`src/hdl/ufc_pkg.sv`:
```
// package for the serial port flow control and interrupt block
package ufc_pkg;
  // ********************************************
  // register offsets (byte addresses)
  // ********************************************
  localparam logic [11:0] port_control_reg_off      = 12'h030;
  localparam logic [11:0] fifo_level_select_reg_off = 12'h034;
  localparam logic [11:0] irq_mask_reg_off          = 12'h038;
  localparam logic [11:0] raw_irq_status_reg_off    = 12'h03c;
  localparam logic [11:0] masked_irq_status_reg_off = 12'h040;
  localparam logic [11:0] irq_clear_reg_off         = 12'h044;
  localparam logic [11:0] inband_flow_ctrl_reg_off  = 12'h050;
  localparam logic [11:0] resume_char_a_off         = 12'h054;
  localparam logic [11:0] resume_char_b_off         = 12'h058;
  localparam logic [11:0] pause_char_a_off          = 12'h05c;
  localparam logic [11:0] pause_char_b_off          = 12'h060;
  localparam logic [11:0] flag_reg_off              = 12'h064;
  // ********************************************
  // field positions
  // ********************************************
  localparam int cr_req_bit    = 14;
  localparam int cr_clear_bit  = 15;
  localparam int cr_enable_bit = 0;
  localparam int xf_on_bit     = 0;
  localparam int xf_rxmode_lsb = 1;
  localparam int xf_txmode_lsb = 3;
  localparam int xf_any_bit    = 5;
  localparam int xf_spec_bit   = 6;
  localparam int irq_done_bit  = 0;
  localparam int irq_pause_bit = 1;
  localparam int irq_rx_bit    = 2;
  localparam int irq_tx_bit    = 3;
  localparam int irq_tmo_bit   = 4;
  localparam int irq_err_bit   = 5;
  localparam int fr_stop_bit   = 0;
  // ********************************************
  // reset values and widths
  // ********************************************
  localparam logic [15:0] port_control_reset = 16'h0300;
  localparam logic [5:0]  level_select_reset = 6'h12;
  localparam int          lvl_w              = 6;
  // ********************************************
  // types
  // ********************************************
  typedef enum logic [1:0] {
    ufc_tx_idle  = 2'b00,
    ufc_tx_data  = 2'b01,
    ufc_tx_ctrl  = 2'b10
  } ufc_tx_state_t;

  typedef struct packed {
    logic       valid;
    logic [7:0] data;
    logic [3:0] err;
  } ufc_rx_char_t;

  typedef struct packed {
    logic [15:0]   ctrl;
    logic [5:0]    lvl;
    logic [5:0]    mask;
    logic [1:0]    raw;
    logic [6:0]    xf;
    logic [7:0]    res_a;
    logic [7:0]    res_b;
    logic [7:0]    pau_a;
    logic [7:0]    pau_b;
    logic          paused;
    logic          half_pause;
    logic          half_res;
    logic          stopped;
    logic          xf_was_on;
    logic          busy_q;
    logic [1:0]    cts_sync;
    ufc_tx_state_t tx_st;
    logic          tx_start;
    logic          tx_is_ctrl;
    logic [7:0]    tx_ctrl_char;
    logic          ctrl_second;
    logic          rx_store;
    ufc_rx_char_t  rx_out;
    logic          rts_n;
    logic          irq;
    logic          pready;
    logic [31:0]   prdata;
  } ufc_state_t;
endpackage : ufc_pkg

```
`src/hdl/ufc_flow_irq.sv`:
```
// flow control and interrupt merge for the serial port
//
// Decided for this implementation: the APB register port and the address map.
`timescale 1ns/100ps
// Functional notes
// (RQ1) two control bits enable clear gating and request control independently
// (RQ2) request output held asserted while receive fill below watermark
// (RQ3) request reasserted once reads bring fill below watermark again
// (RQ4) remote stops after current char; without request control receive until full
// (RQ5) clear input sampled before each byte; start only when asserted with data
// (RQ6) clear dropping mid-character lets character finish, then transmission stops
// (RQ7) clear gating off: transmit until fifo empty, ignoring clear input
// (RQ8) receive mode selects pause/resume pair: off, first, second, both in sequence
// (RQ9) received pause match stops transmit after current char and sets pause status
// (RQ10) while suspended, resume match clears pause status and resumes transmit
// (RQ11) resume-on-any: any char resumes and is still stored
// (RQ12) matched pause/resume chars not stored, except special mode and resume-on-any
// (RQ13) matches accepted even with parity, framing or break error
// (RQ14) transmit mode field selects injected characters with same encoding
// (RQ15) rx fifo past trigger: inject pause char, set remote-stopped flag
// (RQ16) rx fifo back below trigger: inject resume char, clear remote-stopped flag
// (RQ17) in-band flow switched off after pause sent: send resume, clear flag
// (RQ18) software never enables both flow controls; polls flag before reading fifo
// (RQ19) special mode: compare with second pause char, set status, keep sending, store
// (RQ20) special status cleared only by writing one to the clear register bit
// (RQ21) six sources, each masked by a one bit, merged onto one line
// (RQ22) transmit-done raised when busy falls
// (RQ23) injected chars use the ordinary transmit framing settings
// (RQ24) request and clear lines active low, clear input double synchronised
module ufc_flow_irq (
  // apb
  input  wire logic        pclk,
  input  wire logic        presetn,
  input  wire logic        psel,
  input  wire logic        penable,
  input  wire logic        pwrite,
  input  wire logic [11:0] paddr,
  input  wire logic [31:0] pwdata,
  output logic             pready,
  output logic [31:0]      prdata,
  output logic             pslverr,
  // handshake pins
  output logic             req_n,
  input  wire logic        clear_n,
  // receive side
  input  wire ufc_pkg::ufc_rx_char_t rx_char,
  output ufc_pkg::ufc_rx_char_t      rx_fifo_wr,
  input  wire logic [4:0]  rx_fill,
  input  wire logic        rx_full,
  // transmit side
  input  wire logic        tx_fifo_empty,
  input  wire logic        tx_ready,
  input  wire logic        tx_busy,
  output logic             tx_start,
  output logic             tx_is_ctrl,
  output logic [7:0]       tx_ctrl_char,
  // other interrupt conditions
  input  wire logic [3:0]  ext_irq_raw,
  output logic             irq,
  output logic             port_enable
);
  ufc_pkg::ufc_state_t s;
  ufc_pkg::ufc_state_t next_s;

  logic       wr_acc;
  logic       rd_acc;
  logic [4:0] wmark;
  logic       above;
  logic [1:0] rxm;
  logic [1:0] txm;
  logic       xf_on;
  logic       spec;
  logic       any_res;
  logic       pause_hit;
  logic       res_hit;
  logic       tx_hold;
  logic [5:0] raw6;
  logic [7:0] c;
  logic       was_stopped;

  always_comb begin
    next_s     = s;
    wr_acc     = psel && penable && pwrite && s.pready;
    rd_acc     = psel && !penable && !pwrite;
    // watermark index: 1/8..7/8 of a 32 deep fifo
    case (s.lvl[5:3])
      3'd0:    wmark = 5'd4;
      3'd1:    wmark = 5'd8;
      3'd2:    wmark = 5'd16;
      3'd3:    wmark = 5'd24;
      default: wmark = 5'd28;
    endcase
    above      = (rx_fill >= wmark);
    xf_on      = s.xf[ufc_pkg::xf_on_bit] && !s.xf[ufc_pkg::xf_spec_bit];
    rxm        = xf_on ? s.xf[ufc_pkg::xf_rxmode_lsb +: 2] : 2'b00; // see (RQ8)
    txm        = xf_on ? s.xf[ufc_pkg::xf_txmode_lsb +: 2] : 2'b00; // see (RQ14)
    spec       = s.xf[ufc_pkg::xf_spec_bit];
    any_res    = s.xf[ufc_pkg::xf_any_bit];
    c          = rx_char.data;
    pause_hit  = 1'b0;
    res_hit    = 1'b0;
    // ********************************************
    // receive matching, error bits deliberately ignored
    // ********************************************
    next_s.rx_store = 1'b0;
    next_s.rx_out   = rx_char;
    if (rx_char.valid) begin // see (RQ13)
      next_s.rx_store = 1'b1;
      if (spec) begin
        if (c == s.pau_b) begin
          next_s.raw[1] = 1'b1; // see (RQ19)
        end
      end else begin
        case (rxm)
          2'b01: begin
            pause_hit = (c == s.pau_a);
            res_hit   = (c == s.res_a);
          end
          2'b10: begin
            pause_hit = (c == s.pau_b);
            res_hit   = (c == s.res_b);
          end
          2'b11: begin
            pause_hit = s.half_pause && (c == s.pau_b);
            res_hit   = s.half_res && (c == s.res_b);
            next_s.half_pause = (c == s.pau_a);
            next_s.half_res   = (c == s.res_a);
            // first half of a pair is a flow char as well, stored only when resume-on-any resumes
            next_s.rx_store   = !((c == s.pau_a) || (c == s.res_a)); // see (RQ12)
          end
          default: begin
          end
        endcase
        if (s.paused && any_res) begin
          next_s.paused   = 1'b0; // see (RQ11)
          next_s.raw[1]   = 1'b0;
          next_s.rx_store = 1'b1;
        end else if (pause_hit) begin
          next_s.paused   = 1'b1; // see (RQ9)
          next_s.raw[1]   = 1'b1;
          next_s.rx_store = 1'b0; // see (RQ12)
        end else if (res_hit) begin
          next_s.rx_store = 1'b0; // see (RQ12)
          if (s.paused) begin
            next_s.paused = 1'b0; // see (RQ10)
            next_s.raw[1] = 1'b0;
          end
        end
      end
    end
    if (rxm == 2'b00) begin
      next_s.paused = 1'b0;
    end
    // ********************************************
    // request line, active low
    // ********************************************
    next_s.rts_n = s.ctrl[ufc_pkg::cr_req_bit] && above; // see (RQ2) (RQ3) (RQ24)
    // ********************************************
    // transmit gating and control injection
    // ********************************************
    next_s.cts_sync = {s.cts_sync[0], clear_n}; // see (RQ24)
    tx_hold = (s.ctrl[ufc_pkg::cr_clear_bit] && s.cts_sync[1]) || s.paused; // see (RQ1) (RQ7)
    next_s.tx_start  = 1'b0;
    next_s.xf_was_on = xf_on;
    was_stopped = s.stopped;
    case (s.tx_st)
      ufc_pkg::ufc_tx_idle: begin
        if (tx_ready && s.ctrl[ufc_pkg::cr_enable_bit]) begin
          // control chars go first, past clear and pause gating
          if ((txm != 2'b00 && above && !s.stopped) ||
              (txm != 2'b00 && !above && s.stopped) ||
              (txm == 2'b00 && s.stopped)) begin // see (RQ15) (RQ16) (RQ17)
            next_s.tx_start     = 1'b1; // see (RQ23)
            next_s.tx_is_ctrl   = 1'b1;
            next_s.ctrl_second  = (s.xf_was_on ? 1'b0 : 1'b0);
            next_s.tx_ctrl_char = was_stopped ? ((txm == 2'b10) ? s.res_b : s.res_a)
                                              : ((txm == 2'b10) ? s.pau_b : s.pau_a);
            next_s.tx_st        = ufc_pkg::ufc_tx_ctrl;
          end else if (!tx_fifo_empty && !tx_hold) begin // see (RQ5)
            next_s.tx_start   = 1'b1;
            next_s.tx_is_ctrl = 1'b0;
            next_s.tx_st      = ufc_pkg::ufc_tx_data;
          end
        end
      end
      ufc_pkg::ufc_tx_data: begin
        // a running character always finishes, gating only acts at idle
        if (!tx_ready && !s.tx_start) begin // see (RQ6) (RQ4)
          next_s.tx_st = ufc_pkg::ufc_tx_idle;
        end else if (tx_ready && !s.tx_start) begin
          next_s.tx_st = ufc_pkg::ufc_tx_idle;
        end
      end
      ufc_pkg::ufc_tx_ctrl: begin
        // second char and flag only once the framer is free again
        if (!s.tx_start && tx_ready) begin
          if (s.tx_is_ctrl && txm == 2'b11 && !s.ctrl_second) begin
            next_s.tx_start     = 1'b1;
            next_s.ctrl_second  = 1'b1;
            next_s.tx_ctrl_char = s.stopped ? s.res_b : s.pau_b;
          end else begin
            next_s.stopped     = !s.stopped;
            next_s.ctrl_second = 1'b0;
            next_s.tx_is_ctrl  = 1'b0;
            next_s.tx_st       = ufc_pkg::ufc_tx_idle;
          end
        end
      end
      default: next_s.tx_st = ufc_pkg::ufc_tx_idle;
    endcase
    // ********************************************
    // interrupts
    // ********************************************
    next_s.busy_q = tx_busy;
    if (s.busy_q && !tx_busy) begin
      next_s.raw[0] = 1'b1; // see (RQ22)
    end
    // ********************************************
    // apb slave, no wait states, read data registered in the setup cycle
    // ********************************************
    next_s.pready = 1'b0;
    if (psel && !penable) begin
      next_s.pready = 1'b1;
    end
    if (wr_acc) begin
      case (paddr)
        ufc_pkg::port_control_reg_off:      next_s.ctrl  = pwdata[15:0];
        ufc_pkg::fifo_level_select_reg_off: next_s.lvl   = pwdata[5:0];
        ufc_pkg::irq_mask_reg_off:          next_s.mask  = pwdata[5:0];
        ufc_pkg::inband_flow_ctrl_reg_off:  next_s.xf    = pwdata[6:0];
        ufc_pkg::resume_char_a_off:         next_s.res_a = pwdata[7:0];
        ufc_pkg::resume_char_b_off:         next_s.res_b = pwdata[7:0];
        ufc_pkg::pause_char_a_off:          next_s.pau_a = pwdata[7:0];
        ufc_pkg::pause_char_b_off:          next_s.pau_b = pwdata[7:0];
        ufc_pkg::irq_clear_reg_off: begin
          // hardware set in the same cycle wins
          if (pwdata[0] && !(s.busy_q && !tx_busy)) begin
            next_s.raw[0] = 1'b0;
          end
          if (pwdata[1] && !(rx_char.valid && (pause_hit || (spec && c == s.pau_b)))) begin
            next_s.raw[1] = 1'b0; // see (RQ20)
          end
        end
        default: begin
        end
      endcase
    end
    raw6 = {ext_irq_raw, s.raw};
    next_s.irq = |(raw6 & s.mask); // see (RQ21)
    if (rd_acc) begin
      case (paddr)
        ufc_pkg::port_control_reg_off:      next_s.prdata = {16'h0000, s.ctrl};
        ufc_pkg::fifo_level_select_reg_off: next_s.prdata = {26'h0000000, s.lvl};
        ufc_pkg::irq_mask_reg_off:          next_s.prdata = {26'h0000000, s.mask};
        ufc_pkg::raw_irq_status_reg_off:    next_s.prdata = {26'h0000000, raw6};
        ufc_pkg::masked_irq_status_reg_off: next_s.prdata = {26'h0000000, raw6 & s.mask};
        ufc_pkg::inband_flow_ctrl_reg_off:  next_s.prdata = {25'h0000000, s.xf};
        ufc_pkg::resume_char_a_off:         next_s.prdata = {24'h000000, s.res_a};
        ufc_pkg::resume_char_b_off:         next_s.prdata = {24'h000000, s.res_b};
        ufc_pkg::pause_char_a_off:          next_s.prdata = {24'h000000, s.pau_a};
        ufc_pkg::pause_char_b_off:          next_s.prdata = {24'h000000, s.pau_b};
        ufc_pkg::flag_reg_off:              next_s.prdata = {31'h00000000, s.stopped};
        default:                            next_s.prdata = 32'h00000000;
      endcase
    end
  end

  always_ff @(posedge pclk or negedge presetn) begin
    if (!presetn) begin
      s          <= '0;
      s.ctrl     <= ufc_pkg::port_control_reset;
      s.lvl      <= ufc_pkg::level_select_reset;
      s.cts_sync <= 2'b11;
      s.tx_st    <= ufc_pkg::ufc_tx_idle;
    end else begin
      s <= next_s;
    end
  end

  assign pready       = s.pready;
  assign prdata       = s.prdata;
  assign pslverr      = 1'b0;
  assign req_n        = s.rts_n;
  assign rx_fifo_wr   = '{valid: s.rx_store, data: s.rx_out.data, err: s.rx_out.err};
  assign tx_start     = s.tx_start;
  assign tx_is_ctrl   = s.tx_is_ctrl;
  assign tx_ctrl_char = s.tx_ctrl_char;
  assign irq          = s.irq;
  assign port_enable  = s.ctrl[ufc_pkg::cr_enable_bit];

  // ********************************************
  // assertions
  // ********************************************
  AST_REQ_WMARK: assert property (@(posedge pclk) disable iff (!presetn) // see (RQ2)
    s.ctrl[ufc_pkg::cr_req_bit] && above |=> req_n)
    else $error("request not dropped at watermark");
  AST_REQ_OFF: assert property (@(posedge pclk) disable iff (!presetn) // see (RQ1)
    !s.ctrl[ufc_pkg::cr_req_bit] |=> !req_n)
    else $error("request dropped while disabled");
  AST_CLEAR_GATE: assert property (@(posedge pclk) disable iff (!presetn) // see (RQ5)
    tx_start && !tx_is_ctrl && $past(s.ctrl[ufc_pkg::cr_clear_bit]) |-> !$past(s.cts_sync[1]))
    else $error("data started while clear deasserted");
  AST_NO_EMPTY: assert property (@(posedge pclk) disable iff (!presetn) // see (RQ7)
    tx_start && !tx_is_ctrl |-> !$past(tx_fifo_empty))
    else $error("data started from empty fifo");
  AST_PAUSE_SET: assert property (@(posedge pclk) disable iff (!presetn) // see (RQ9)
    rx_char.valid && pause_hit && !(s.paused && any_res) |=> s.paused && s.raw[1])
    else $error("pause match ignored");
  AST_NOT_STORED: assert property (@(posedge pclk) disable iff (!presetn) // see (RQ12)
    rx_char.valid && !spec && pause_hit && !(s.paused && any_res) |=> !rx_fifo_wr.valid)
    else $error("pause char stored");
  AST_DONE_IRQ: assert property (@(posedge pclk) disable iff (!presetn) // see (RQ22)
    $fell(tx_busy) |=> s.raw[0])
    else $error("transmit done not raised");
  AST_IRQ_MERGE: assert property (@(posedge pclk) disable iff (!presetn) // see (RQ21)
    ##1 irq == |({$past(ext_irq_raw), $past(s.raw)} & $past(s.mask)))
    else $error("interrupt merge wrong");
  COV_PAUSE: cover property (@(posedge pclk) disable iff (!presetn) s.paused ##[1:50] !s.paused);
  COV_INJECT: cover property (@(posedge pclk) disable iff (!presetn) tx_start && tx_is_ctrl);
  COV_REQ: cover property (@(posedge pclk) disable iff (!presetn) $rose(req_n));
  COV_PAIR: cover property (@(posedge pclk) disable iff (!presetn) tx_start && s.ctrl_second);
endmodule : ufc_flow_irq

```
`config.mk`:
```
export PLATFORM = sky130hd
export DESIGN_NAME = ufc_flow_irq
export DESIGN_NICKNAME = d
export VERILOG_FILES = /design/src/hdl/ufc_pkg.sv /design/src/hdl/ufc_flow_irq.sv
export SDC_FILE = /design/constraint.sdc
export NUM_CORES = 1
export LEC_CHECK = 0
export ABC_AREA = 1
export BUFFER_PORTS_ARGS = -buffer_cell sky130_fd_sc_hd__buf_4
export CAP_MARGIN = 15
export CORE_MARGIN = 1.5
export CORE_UTILIZATION = 30
export CTS_CLUSTER_DIAMETER = 80
export DETAILED_ROUTE_END_ITERATION = 16
export PLACE_DENSITY_LB_ADDON = 0.12
export SLEW_MARGIN = 20
export SYNTH_ARGS = -nofsm -noshare
export SYNTH_HDL_FRONTEND = slang
export SYNTH_SLANG_ARGS = --single-unit
```
`constraint.sdc`:
```
create_clock -name pclk -period 2.22 [get_ports pclk]
set_clock_uncertainty 0.1 [all_clocks]
set_input_delay 0.333 -clock pclk [delete_from_list [all_inputs] [get_ports pclk]]
set_output_delay 0.333 -clock pclk [all_outputs]
set_load 0.01 [all_outputs]
```
==> metrics.yaml, run 1 <==
critical_path:
  cp-endpoint: "tx_ctrl_char[1]"
  worstSetupStartpointType: "flip-flop"
  rr_worst_depth: 12
  worstReg2RegStart: "s[121]"
  crit_top_cell: "nand2_1"
  crit_chain: "nor2_1, ha_1, nand2_1, nor2_1, nor2_2, nand2_2, nand2_1, nand2_2, nand3_4, buf_4, nand3_1, nand2_1"
  crit_start: "s[121]"
  cp_slowest_stage_delay_ns: 0.55
  cp-end-kind: "flip-flop"
  crit_family: "simple AND/OR/NAND/NOR gates"
  worstSetupPathType: "reg2reg"
  cp_max_fo: 6
  rrSetupSlack_ns: 0.16
  crit_buf_inv: 1
  cp_data_arrival_time_ns: 2.27
  cp_slowest_cell: "dfstp_2"
  worst-path-stages: 12
  crit_required_ns: 2.43
  rr_endpoint: "tx_ctrl_char[1]"
placed_design:
  pre_cts_slack_ns: -0.00327
  dpl_cell_area_um2: 7580
  hpwl_um: 14700
  portBuffers: 101
  gp_congestion: 0.863
synth:
  async_flop_share: 1.00
  syn_area_um2: 6730
  netlist-cell-type-count: 44
  synth_edf_count: 0
  synth_top_flop_cell: "dfrtp_1"
  ys_warn_count: 0
  synth.largest_area_cell: "dfrtp_1"
  ys_seq_elements: 121
  postSynthAreaPerCell_um2: 7.85
  ys_seq_area_frac: 0.451
  synth_area_leaders: "dfrtp_1 43%, nand2_1 14%, buf_4 6.5%"
  synth_top_area_share: 0.427
  synthCells: 858
sta:
  fin_hold_ws_ns: 0.0207
  maxSlewViolCount: 0
  hold_viol_final: 0
  fin_crit_sh: 0.930
  rsz0062_at_grt: "no"
  min_period_ns: 2.06
  relSlewSlack: 0.639
  max_freq_mhz: 484
  setup_slack_ns: 0.155
  setup_viol: 0
  worst_pin_slew_ns: 0.535
floorplanning:
  die_x_um: 153
  rows: 54
  start_util: 0.308
  io_pins: 136
  die_h_um: 153
  core_um2: 21900
  dieArea_um2: 23400
cts:
  cts_buffers: 17
  clk_latency_ns: 0.42
  htree_levels: 4
  clock-root-buffer: "clkbuf_16"
  clock_sinks: 121
  cts_max_path_buffers: 2
  path_clk_slew_ns: 0.06
  cts_tree: "done"
pwr:
  power.density_nw_per_um2: 658
  p_leak_uw: 0.00406
  irDropWorstVdd_mv: 0.484
layout:
  fillerInstances: 2325
  nNetsFinal: 1034
  drive_above_1_share: 0.199
  syn2layout_area_growth_pct: 24.3
  diodes: 0
  stdcell_area_um2: 8370
drt:
  totalWireLength_um: 20100
  drc: 0
  drtIter0Drc: 390
  drtPass1Iterations: 5
  viasPerCell: 4.56
  vias: 5696
  routedWlPerCell_um: 16.1
  ant_nets: 0
run:
  drv_cap: 0
worst_hold_path:
  hold_class: "in2reg"
run_status:
  status: "completed"
global_routing:
  grt_antenna_before_repair: 0
  grt-ovfl-total: 0
  grt_max_degree: 54
  grt_pass1_wl_um: 31500
  first_global_vias: 5470
  track_usage: 0.178
## report_power, final
part           switching (uW)  internal, uW
logic                     227           165
registers                10.1          2240
clock network            1050          1830
total                    1280          4230
## sequential cells by signal, summed over array words and instances (netlist names), 2 cells and up
name	cells
s	73
prdata	16
rx_fifo_wr	13
tx_ctrl_char	8
raw6	2
## repair_timing
item	CTS	global route
hold buffers	15	0
resized for setup	1	5
setup buffers	0	1
setup endpoints to repair	8	13
pin swaps	0	1
endpoints found under the hold margin	38	0
## final cells by class
class | count | area [um2] | share of cell area
clock buffer | 22 | 464 | 0.0555
multi-input combinational | 598 | 2960 | 0.354
sequential | 121 | 3040 | 0.363
tap | 280 | 350 | 0.0419
timing repair buffer | 140 | 1130 | 0.135
clock inverter | 10 | 141 | 0.0169
inverter | 77 | 292 | 0.0348
## cell families (layout without fill, tap and decap cells)
kind of cell    after synthesis  after routing  synth area share
flops                       121            121             0.451
simple gates                430            430             0.278
xor+xnor                     21             21            0.0273
mux                          16             16            0.0262
fa+ha+maj                     3              3           0.00557
other cells                   1             17          0.000557
compound gates              111            111            0.0894
buf+inv                     155            249             0.122
## synth_stat cells (5+ instances only)
cell type / instances
buf_2: 9
nand3_1: 65
inv_1: 72
buf_4: 58
clkbuf_1: 10
nor2_1: 76
a21oi_1: 13
nor3_1: 5
xnor2_1: 19
o21ai_0: 77
nand3_2: 6
o22ai_1: 8
nand2_1: 243
dfrtp_1: 115
mux2i_1: 9
nand4_1: 22
mux2_2: 5
dfstp_2: 6
## cell usage in the layout, fill, tap and decap left out, drive strengths merged, types with 3 or more instances in the layout
| cell type | netlist | routed |
|---|---|---|
| clkbuf | 10 | 22 |
| conb | 1 | 17 |
| inv | 75 | 76 |
| nand2 | 246 | 246 |
| clkinvlp | 0 | 5 |
| o21ai | 80 | 80 |
| nor3 | 7 | 7 |
| mux2 | 7 | 7 |
| nand4 | 23 | 23 |
| clkinv | 2 | 3 |
| xnor2 | 19 | 19 |
| dfrtp | 115 | 115 |
| nor2 | 80 | 80 |
| buf | 68 | 125 |
| mux2i | 9 | 9 |
| dfstp | 6 | 6 |
| nand3 | 71 | 71 |
| dlygate4sd3 | 0 | 15 |
| ha | 3 | 3 |
| o22ai | 8 | 8 |
| bufinv | 0 | 3 |
| a21oi | 14 | 14 |
## through the flow
step / power (uW) / std cells / util / TNS [ns]
final: 5510 / 1248 / 0.382 / 0
after global routing: 5710 / 1248 / 0.382 / 0
after CTS: 5580 / 1247 / 0.381 / 0
after detailed placement: 2660 / 1200 / 0.346 / -0.00663
after global placement: 2660 / 1200 / 0.346 / -0.0448
after floorplan: 2470 / 874 / - / 0
## routing by layer
metal	global-route usage	wire length, um	vias to the layer above
met1	0.248	9760	2656
met3	0.0289	740	15
met5	0	0	-
met4	0.0453	172	0
met2	0.287	9420	119
li1	-	-	2906
## worst min-delay path by stage
stage          cells past startpoint        from            end
2_1_floorplan                      0     presetn        any_res
3_3_place_gp                       1     presetn        raw6[0]
3_5_place_dp                       1     presetn          s[64]
4_1_cts                            1  rx_char[7]  rx_fifo_wr[7]
5_1_grt                            1  rx_char[7]  rx_fifo_wr[7]
6_report                           1  rx_char[7]  rx_fifo_wr[7]
Power figures use the tool's default switching activity.
==> run 2: changes to the inputs <==
- CTS_CLUSTER_SIZE: unset -> 14
- RECOVER_POWER: unset -> 100
==> metrics.yaml, run 2 (synthesis results as in run 1) <==
critical_path:
  rrSetupSlack_ns: 0.15  # about the same
  cp-end-kind: "flip-flop"
  cp_slowest_cell: "dfstp_2"
  crit_top_cell: "nand2_1"
  worstSetupStartpointType: "flip-flop"
  crit_buf_inv: 1  # unchanged
  rr_endpoint: "tx_ctrl_char[1]"
  cp_max_fo: 6  # unchanged
  cp_data_arrival_time_ns: 2.28  # about the same
  worstSetupPathType: "reg2reg"
  crit_family: "simple AND/OR/NAND/NOR gates"
  crit_required_ns: 2.43  # about the same
  cp_slowest_stage_delay_ns: 0.55  # about the same
  rr_worst_depth: 12  # unchanged
  worstReg2RegStart: "s[121]"
  crit_chain: "nor2_1, ha_1, nand2_1, nor2_1, nor2_2, nand2_2, nand2_1, nand2_2, nand3_4, buf_4, nand3_1, nand2_1"
layout:
  largest-register: "s"
  nNetsFinal: 1034  # unchanged
  largest_register_ffs: 73  # unchanged
  syn2layout_area_growth_pct: 20.5
  final_cell_mix: "240 x nand2_1, 115 x dfrtp_1, 78 x o21ai_0, 75 x nor2_1, 72 x inv_1"
  diodes: 0  # unchanged
  final_common_cell: "nand2_1"
  fin_cells: 1248  # unchanged
  drive_above_1_share: 0.140  # -0.0589
sta:
  rsz0062_at_grt: "no"
  maxSlewViolCount: 0  # unchanged
  relSlewSlack: 0.465  # -0.175
  hold_viol_final: 0  # unchanged
  fin_crit_sh: 0.932  # +0.00199
  min_period_ns: 2.07  # +0.00441 ns
  setup_viol: 0  # unchanged
  fin_hold_ws_ns: 0.0240  # +0.00329 ns
  max_freq_mhz: 483  # -0.21%
  worst_pin_slew_ns: 0.803  # +0.268 ns
global_routing:
  first_global_vias: 5470  # unchanged
  grt_antenna_before_repair: 0  # unchanged
  grt-ovfl-total: 0  # unchanged
  track_usage: 0.178  # unchanged
  grt_max_degree: 54  # unchanged
  grt_pass1_wl_um: 31500  # unchanged
drt:
  viasPerCell: 4.58  # +0.46%
  totalWireLength_um: 20200  # +0.58%
  drtIter0Drc: 396  # +1.5%
  drtPass1Iterations: 5  # unchanged
  routedWlPerCell_um: 16.2  # +0.58%
  drc: 0  # unchanged
  vias: 5722  # +0.46%
  ant_nets: 0  # unchanged
cts:
  clock_sinks: 121  # unchanged
  cts_tree: "done"
  clk_latency_ns: 0.42  # about the same
  cts_buffers: 17  # unchanged
  path_clk_slew_ns: 0.06  # about the same
  cts_max_path_buffers: 2  # unchanged
  clock-root-buffer: "clkbuf_16"
  htree_levels: 4  # unchanged
floorplanning:
  core_um2: 21900  # unchanged
  die_x_um: 153  # unchanged
  io_pins: 136  # unchanged
  start_util: 0.308  # unchanged
  die_h_um: 153  # unchanged
  dieArea_um2: 23400  # unchanged
  rows: 54  # unchanged
run:
  drv_cap: 0  # unchanged
placed_design:
  gp_congestion: 0.863  # unchanged
  dp_cells: 1200  # unchanged
  hpwl_um: 14700  # unchanged
  portBuffers: 101  # unchanged
pwr:
  p_leak_uw: 0.00382  # -5.8%
  power.density_nw_per_um2: 674  # +2.5%
  irDropWorstVdd_mv: 0.485  # +0.19%
worst_hold_path:
  hp-start: "pwdata[13]"
  hold_class: "in2reg"
  worstHoldEndpoint: "s[136]"
  min_path_cells: 2  # +1
run_status:
  status: "completed"
## run 2: cell types whose count changed in the layout (fill, tap and decap cells not counted), moves of 2 or more
cell / delta
mux2_4: -2
nand3_1: +2
buf_4: -60
clkbuf_2: +2
buf_12: -2
nand3_2: -2
clkbuf_4: +8
mux2_1: +2
clkbuf_1: +52
## run 2: report_power, final
group | internal [uW] | total, uW | switching, uW
Clock | 1830 | 2870 | 1040
Combinational | 133 | 359 | 225
Sequential | 2240 | 2240 | 9.61
## run 2: per-stage QoR
step	util	instance area, um2	setup slack (ns)	power, uW	TNS (ns)
final	0.371	8120	0.151	5470	0
after global routing	0.371	8120	0.0301	5670	0
after CTS	0.381	8350	0.00357	5580	0
after detailed placement	0.346	7580	-0.00327	2660	-0.00663
after global placement	0.346	7580	-0.00791	2660	-0.0448
after floorplan	-	6790	0.357	2470	0
## run 2: cell type report
cell class | instances | area (um2)
inverter | 77 | 292
fill | 2374 | 13800
timing repair buffer | 140 | 901
multi-input combinational | 598 | 2930
clock inverter | 10 | 141
clock buffer | 22 | 464
tap | 280 | 350
sequential | 121 | 3040
## run 2: how the worst max path moves through the flow
stage          startpoint         endpoint  slack [ns]  cells after the start
2_1_floorplan      s[121]  tx_ctrl_char[0]        0.36                     12
3_3_place_gp       s[121]  tx_ctrl_char[7]      -0.008                     12
3_5_place_dp       s[121]  tx_ctrl_char[6]      -0.003                     12
4_1_cts            s[121]            s[49]       0.004                     12
5_1_grt            s[121]  tx_ctrl_char[0]        0.03                     12
6_report           s[121]  tx_ctrl_char[1]        0.15                     12
## run 2: timing repair
item | 4_1_cts | 5_1_grt
hold endpoints to repair | 38 | 0
setup endpoints to repair | 8 | 13
setup buffers | 0 | 1
resized for setup | 1 | 5
pin swaps | 0 | 1
hold buffers | 15 | 0
## run 2: per-layer routing
layer,track usage,part of all wire,vias up
met5,0,0,-
li1,-,-,2911
met2,0.287,0.47,116
met4,0.0453,0.0090,0
met1,0.248,0.49,2680
met3,0.0289,0.031,15
==> run 3: changes to the inputs <==
--- a/config.mk
+++ b/config.mk
@@ -15,2 +15,3 @@
 export DETAILED_ROUTE_END_ITERATION = 16
+export HOLD_SLACK_MARGIN = 0.15
 export PLACE_DENSITY_LB_ADDON = 0.12
==> constraint.sdc (replaced) <==
create_clock -name pclk -period 2.22 [get_ports pclk]
set_clock_uncertainty 0.1 [all_clocks]
set_input_delay 0.666 -clock pclk [delete_from_list [all_inputs] [get_ports pclk]]
set_output_delay 0.666 -clock pclk [all_outputs]
set_load 0.01 [all_outputs]
==> metrics.yaml, run 3 (synthesis results as in run 1) <==
run_status:
  status: "completed"
cts:
  cts_tree: "done"
  path_clk_slew_ns: 0.06  # about the same
  cts_buffers: 17  # unchanged
  htree_levels: 4  # unchanged
  cts_max_path_buffers: 2  # unchanged
  clock-root-buffer: "clkbuf_16"
  clk_latency_ns: 0.43  # about the same
  clock_sinks: 121  # unchanged
  post_cts_buffers: 0  # unchanged
placed_design:
  gp_congestion: 0.855  # -0.94%
  hpwl_um: 15600  # +5.5%
  portBuffers: 101  # unchanged
  dpl_cell_area_um2: 7830  # +3.2%
layout:
  stdcell_area_um2: 8180  # +0.76%
  diodes: 0  # unchanged
  drive_above_1_share: 0.161  # +0.0204
  largest_register_ffs: 73  # unchanged
  largest-register: "s"
  syn2layout_area_growth_pct: 21.4
  nNetsFinal: 1048  # +1.4%
  final_common_cell: "nand2_1"
  final_cell_mix: "241 x nand2_1, 115 x dfrtp_1, 77 x nor2_1, 77 x o21ai_0, 74 x buf_4"
sta:
  min_period_ns: 2.08  # +0.00913 ns
  worst_pin_slew_ns: 0.948  # +0.145 ns
  hold_viol_final: 0  # unchanged
  max_freq_mhz: 481  # -0.44%
  relSlewSlack: 0.368  # -0.0965
  maxSlewViolCount: 0  # unchanged
  setup_viol: 0  # unchanged
  fin_crit_sh: 0.936  # +0.00411
  setup_tns_ns: 0  # unchanged
global_routing:
  first_global_vias: 5573  # +1.9%
  grt_pass1_wl_um: 31900  # +1.4%
  grt_antenna_before_repair: 0  # unchanged
  grt_max_degree: 31  # -43%
  grt-ovfl-total: 0  # unchanged
  track_usage: 0.181  # +0.00307
critical_path:
  cp_data_arrival_time_ns: 2.30  # +0.02 ns
  cp-end-kind: "flip-flop"
  worstReg2RegStart: "s[121]"
  crit_required_ns: 2.44  # about the same
  worstSetupPathType: "reg2reg"
  cp_max_fo: 3  # -3
  crit_start: "s[121]"
  worstSetupStartpointType: "flip-flop"
worst_hold_path:
  hold_class: "in2reg"
  hp-start: "clear_n"
run:
  drv_cap: 0  # unchanged
pwr:
  pwr-share-clk: 0.538  # +0.014
  power_uw: 5620  # +2.7%
  irDropWorstVdd_mv: 0.462  # -4.8%
  internal-power_uw: 4280  # +2.0%
  swShare: 0.238  # +0.00462
  power.density_nw_per_um2: 687  # +1.9%
  p_leak_uw: 0.00390  # +2.0%
  pwr-share-seq: 0.399  # -0.011
  pwr-share-comb: 0.063  # -0.003
  power.switching_uw: 1340  # +4.7%
drt:
  vias: 5803  # +1.4%
  drtIter0Drc: 367  # -7.3%
  totalWireLength_um: 20500  # +1.7%
  viasPerCell: 4.60  # +0.29%
  drtPass1Iterations: 5  # unchanged
  drc: 0  # unchanged
  routedWlPerCell_um: 16.3  # +0.55%
  ant_nets: 0  # unchanged
floorplanning:
  dieArea_um2: 23400  # unchanged
  core_um2: 21900  # unchanged
  die_h_um: 153  # unchanged
  io_pins: 136  # unchanged
  start_util: 0.308  # unchanged
  rows: 54  # unchanged
  die_x_um: 153  # unchanged
-- run 3: changes by cell type in the layout (fill, tap and decap cells not counted), moves of 2 or more --
cell           delta
dlygate4sd3_1    -14
buf_4            +12
clkbuf_2          +7
clkbuf_1          +3
clkbuf_4          +3
clkinv_4          +2
nand2_2           -2
nor2_1            +2
nor2_4            -2
-- run 3: what timing repair did --
item / in CTS / in global routing
hold buffers: 1 / 0
resized for setup: 0 / 5
setup endpoints to repair: 0 / 13
endpoints found under the hold margin: 22 / 0
-- run 3: power by group through the flow --
stage          clock [uW]  sequential, uW  combinational, uW
2_1_floorplan           0            2280                188
3_3_place_gp            0            2280                397
3_5_place_dp            0            2280                399
4_1_cts              3080            2240                401
5_1_grt              3190            2250                396
6_report             3020            2240                353
-- run 3: worst max-delay path, cell delays in order (launching register included) --
cell and delay [ns]:
dfstp_2 0.54, nor2_1 0.04, ha_1 0.30, nand2_1 0.08
nand2_1 0.04, nor2_1 0.16, nand2_2 0.13, nand2_1 0.10
nand2_2 0.08, buf_4 0.13, nand4_1 0.08, nand3_1 0.08
nand2_1 0.06, nand2_1 0.04
-- run 3: final cells by class --
type | instances | area (um2)
Timing Repair Buffer | 154 | 947
Multi-Input combinational cell | 598 | 2920
Fill cell | 2383 | 13700
Clock inverter | 13 | 193
Inverter | 77 | 290
Tap cell | 280 | 350
Sequential cell | 121 | 3040
Clock buffer | 19 | 443
-- run 3: per-stage QoR --
stage	hold slack, ns	setup WS, ns	util	instances
floorplan	0.245	0.225	-	874
global placement	0.246	-0.198	0.358	1229
detailed placement	0.247	-0.203	0.358	1229
CTS	0.224	0.0112	0.387	1262
global route	0.224	-0.00739	0.374	1262
finish	0.245	0.142	0.374	1262
-- run 3: final timing paths --
path / endpoint / slack (ns) / depth (start not counted)
min in group asynchronous: s[75] / 0.81 / 2
hold reg to reg: s[63] / 0.26 / 0
setup / recovery: tx_is_ctrl / 0.14 / 13
setup reg to reg: tx_is_ctrl / 0.14 / 13
hold / removal: next_s[63] / 0.25 / 1
max in group asynchronous: s[63] / 0.20 / 3
-- run 3: routing by layer --
| metal | up-vias | GRT usage | part of all wire |
|---|---|---|---|
| li1 | 2938 | - | - |
| met1 | 2693 | 0.252 | 0.49 |
| met2 | 146 | 0.287 | 0.45 |
| met3 | 26 | 0.0349 | 0.037 |
| met4 | 0 | 0.0495 | 0.015 |
| met5 | - | 0 | 0 |
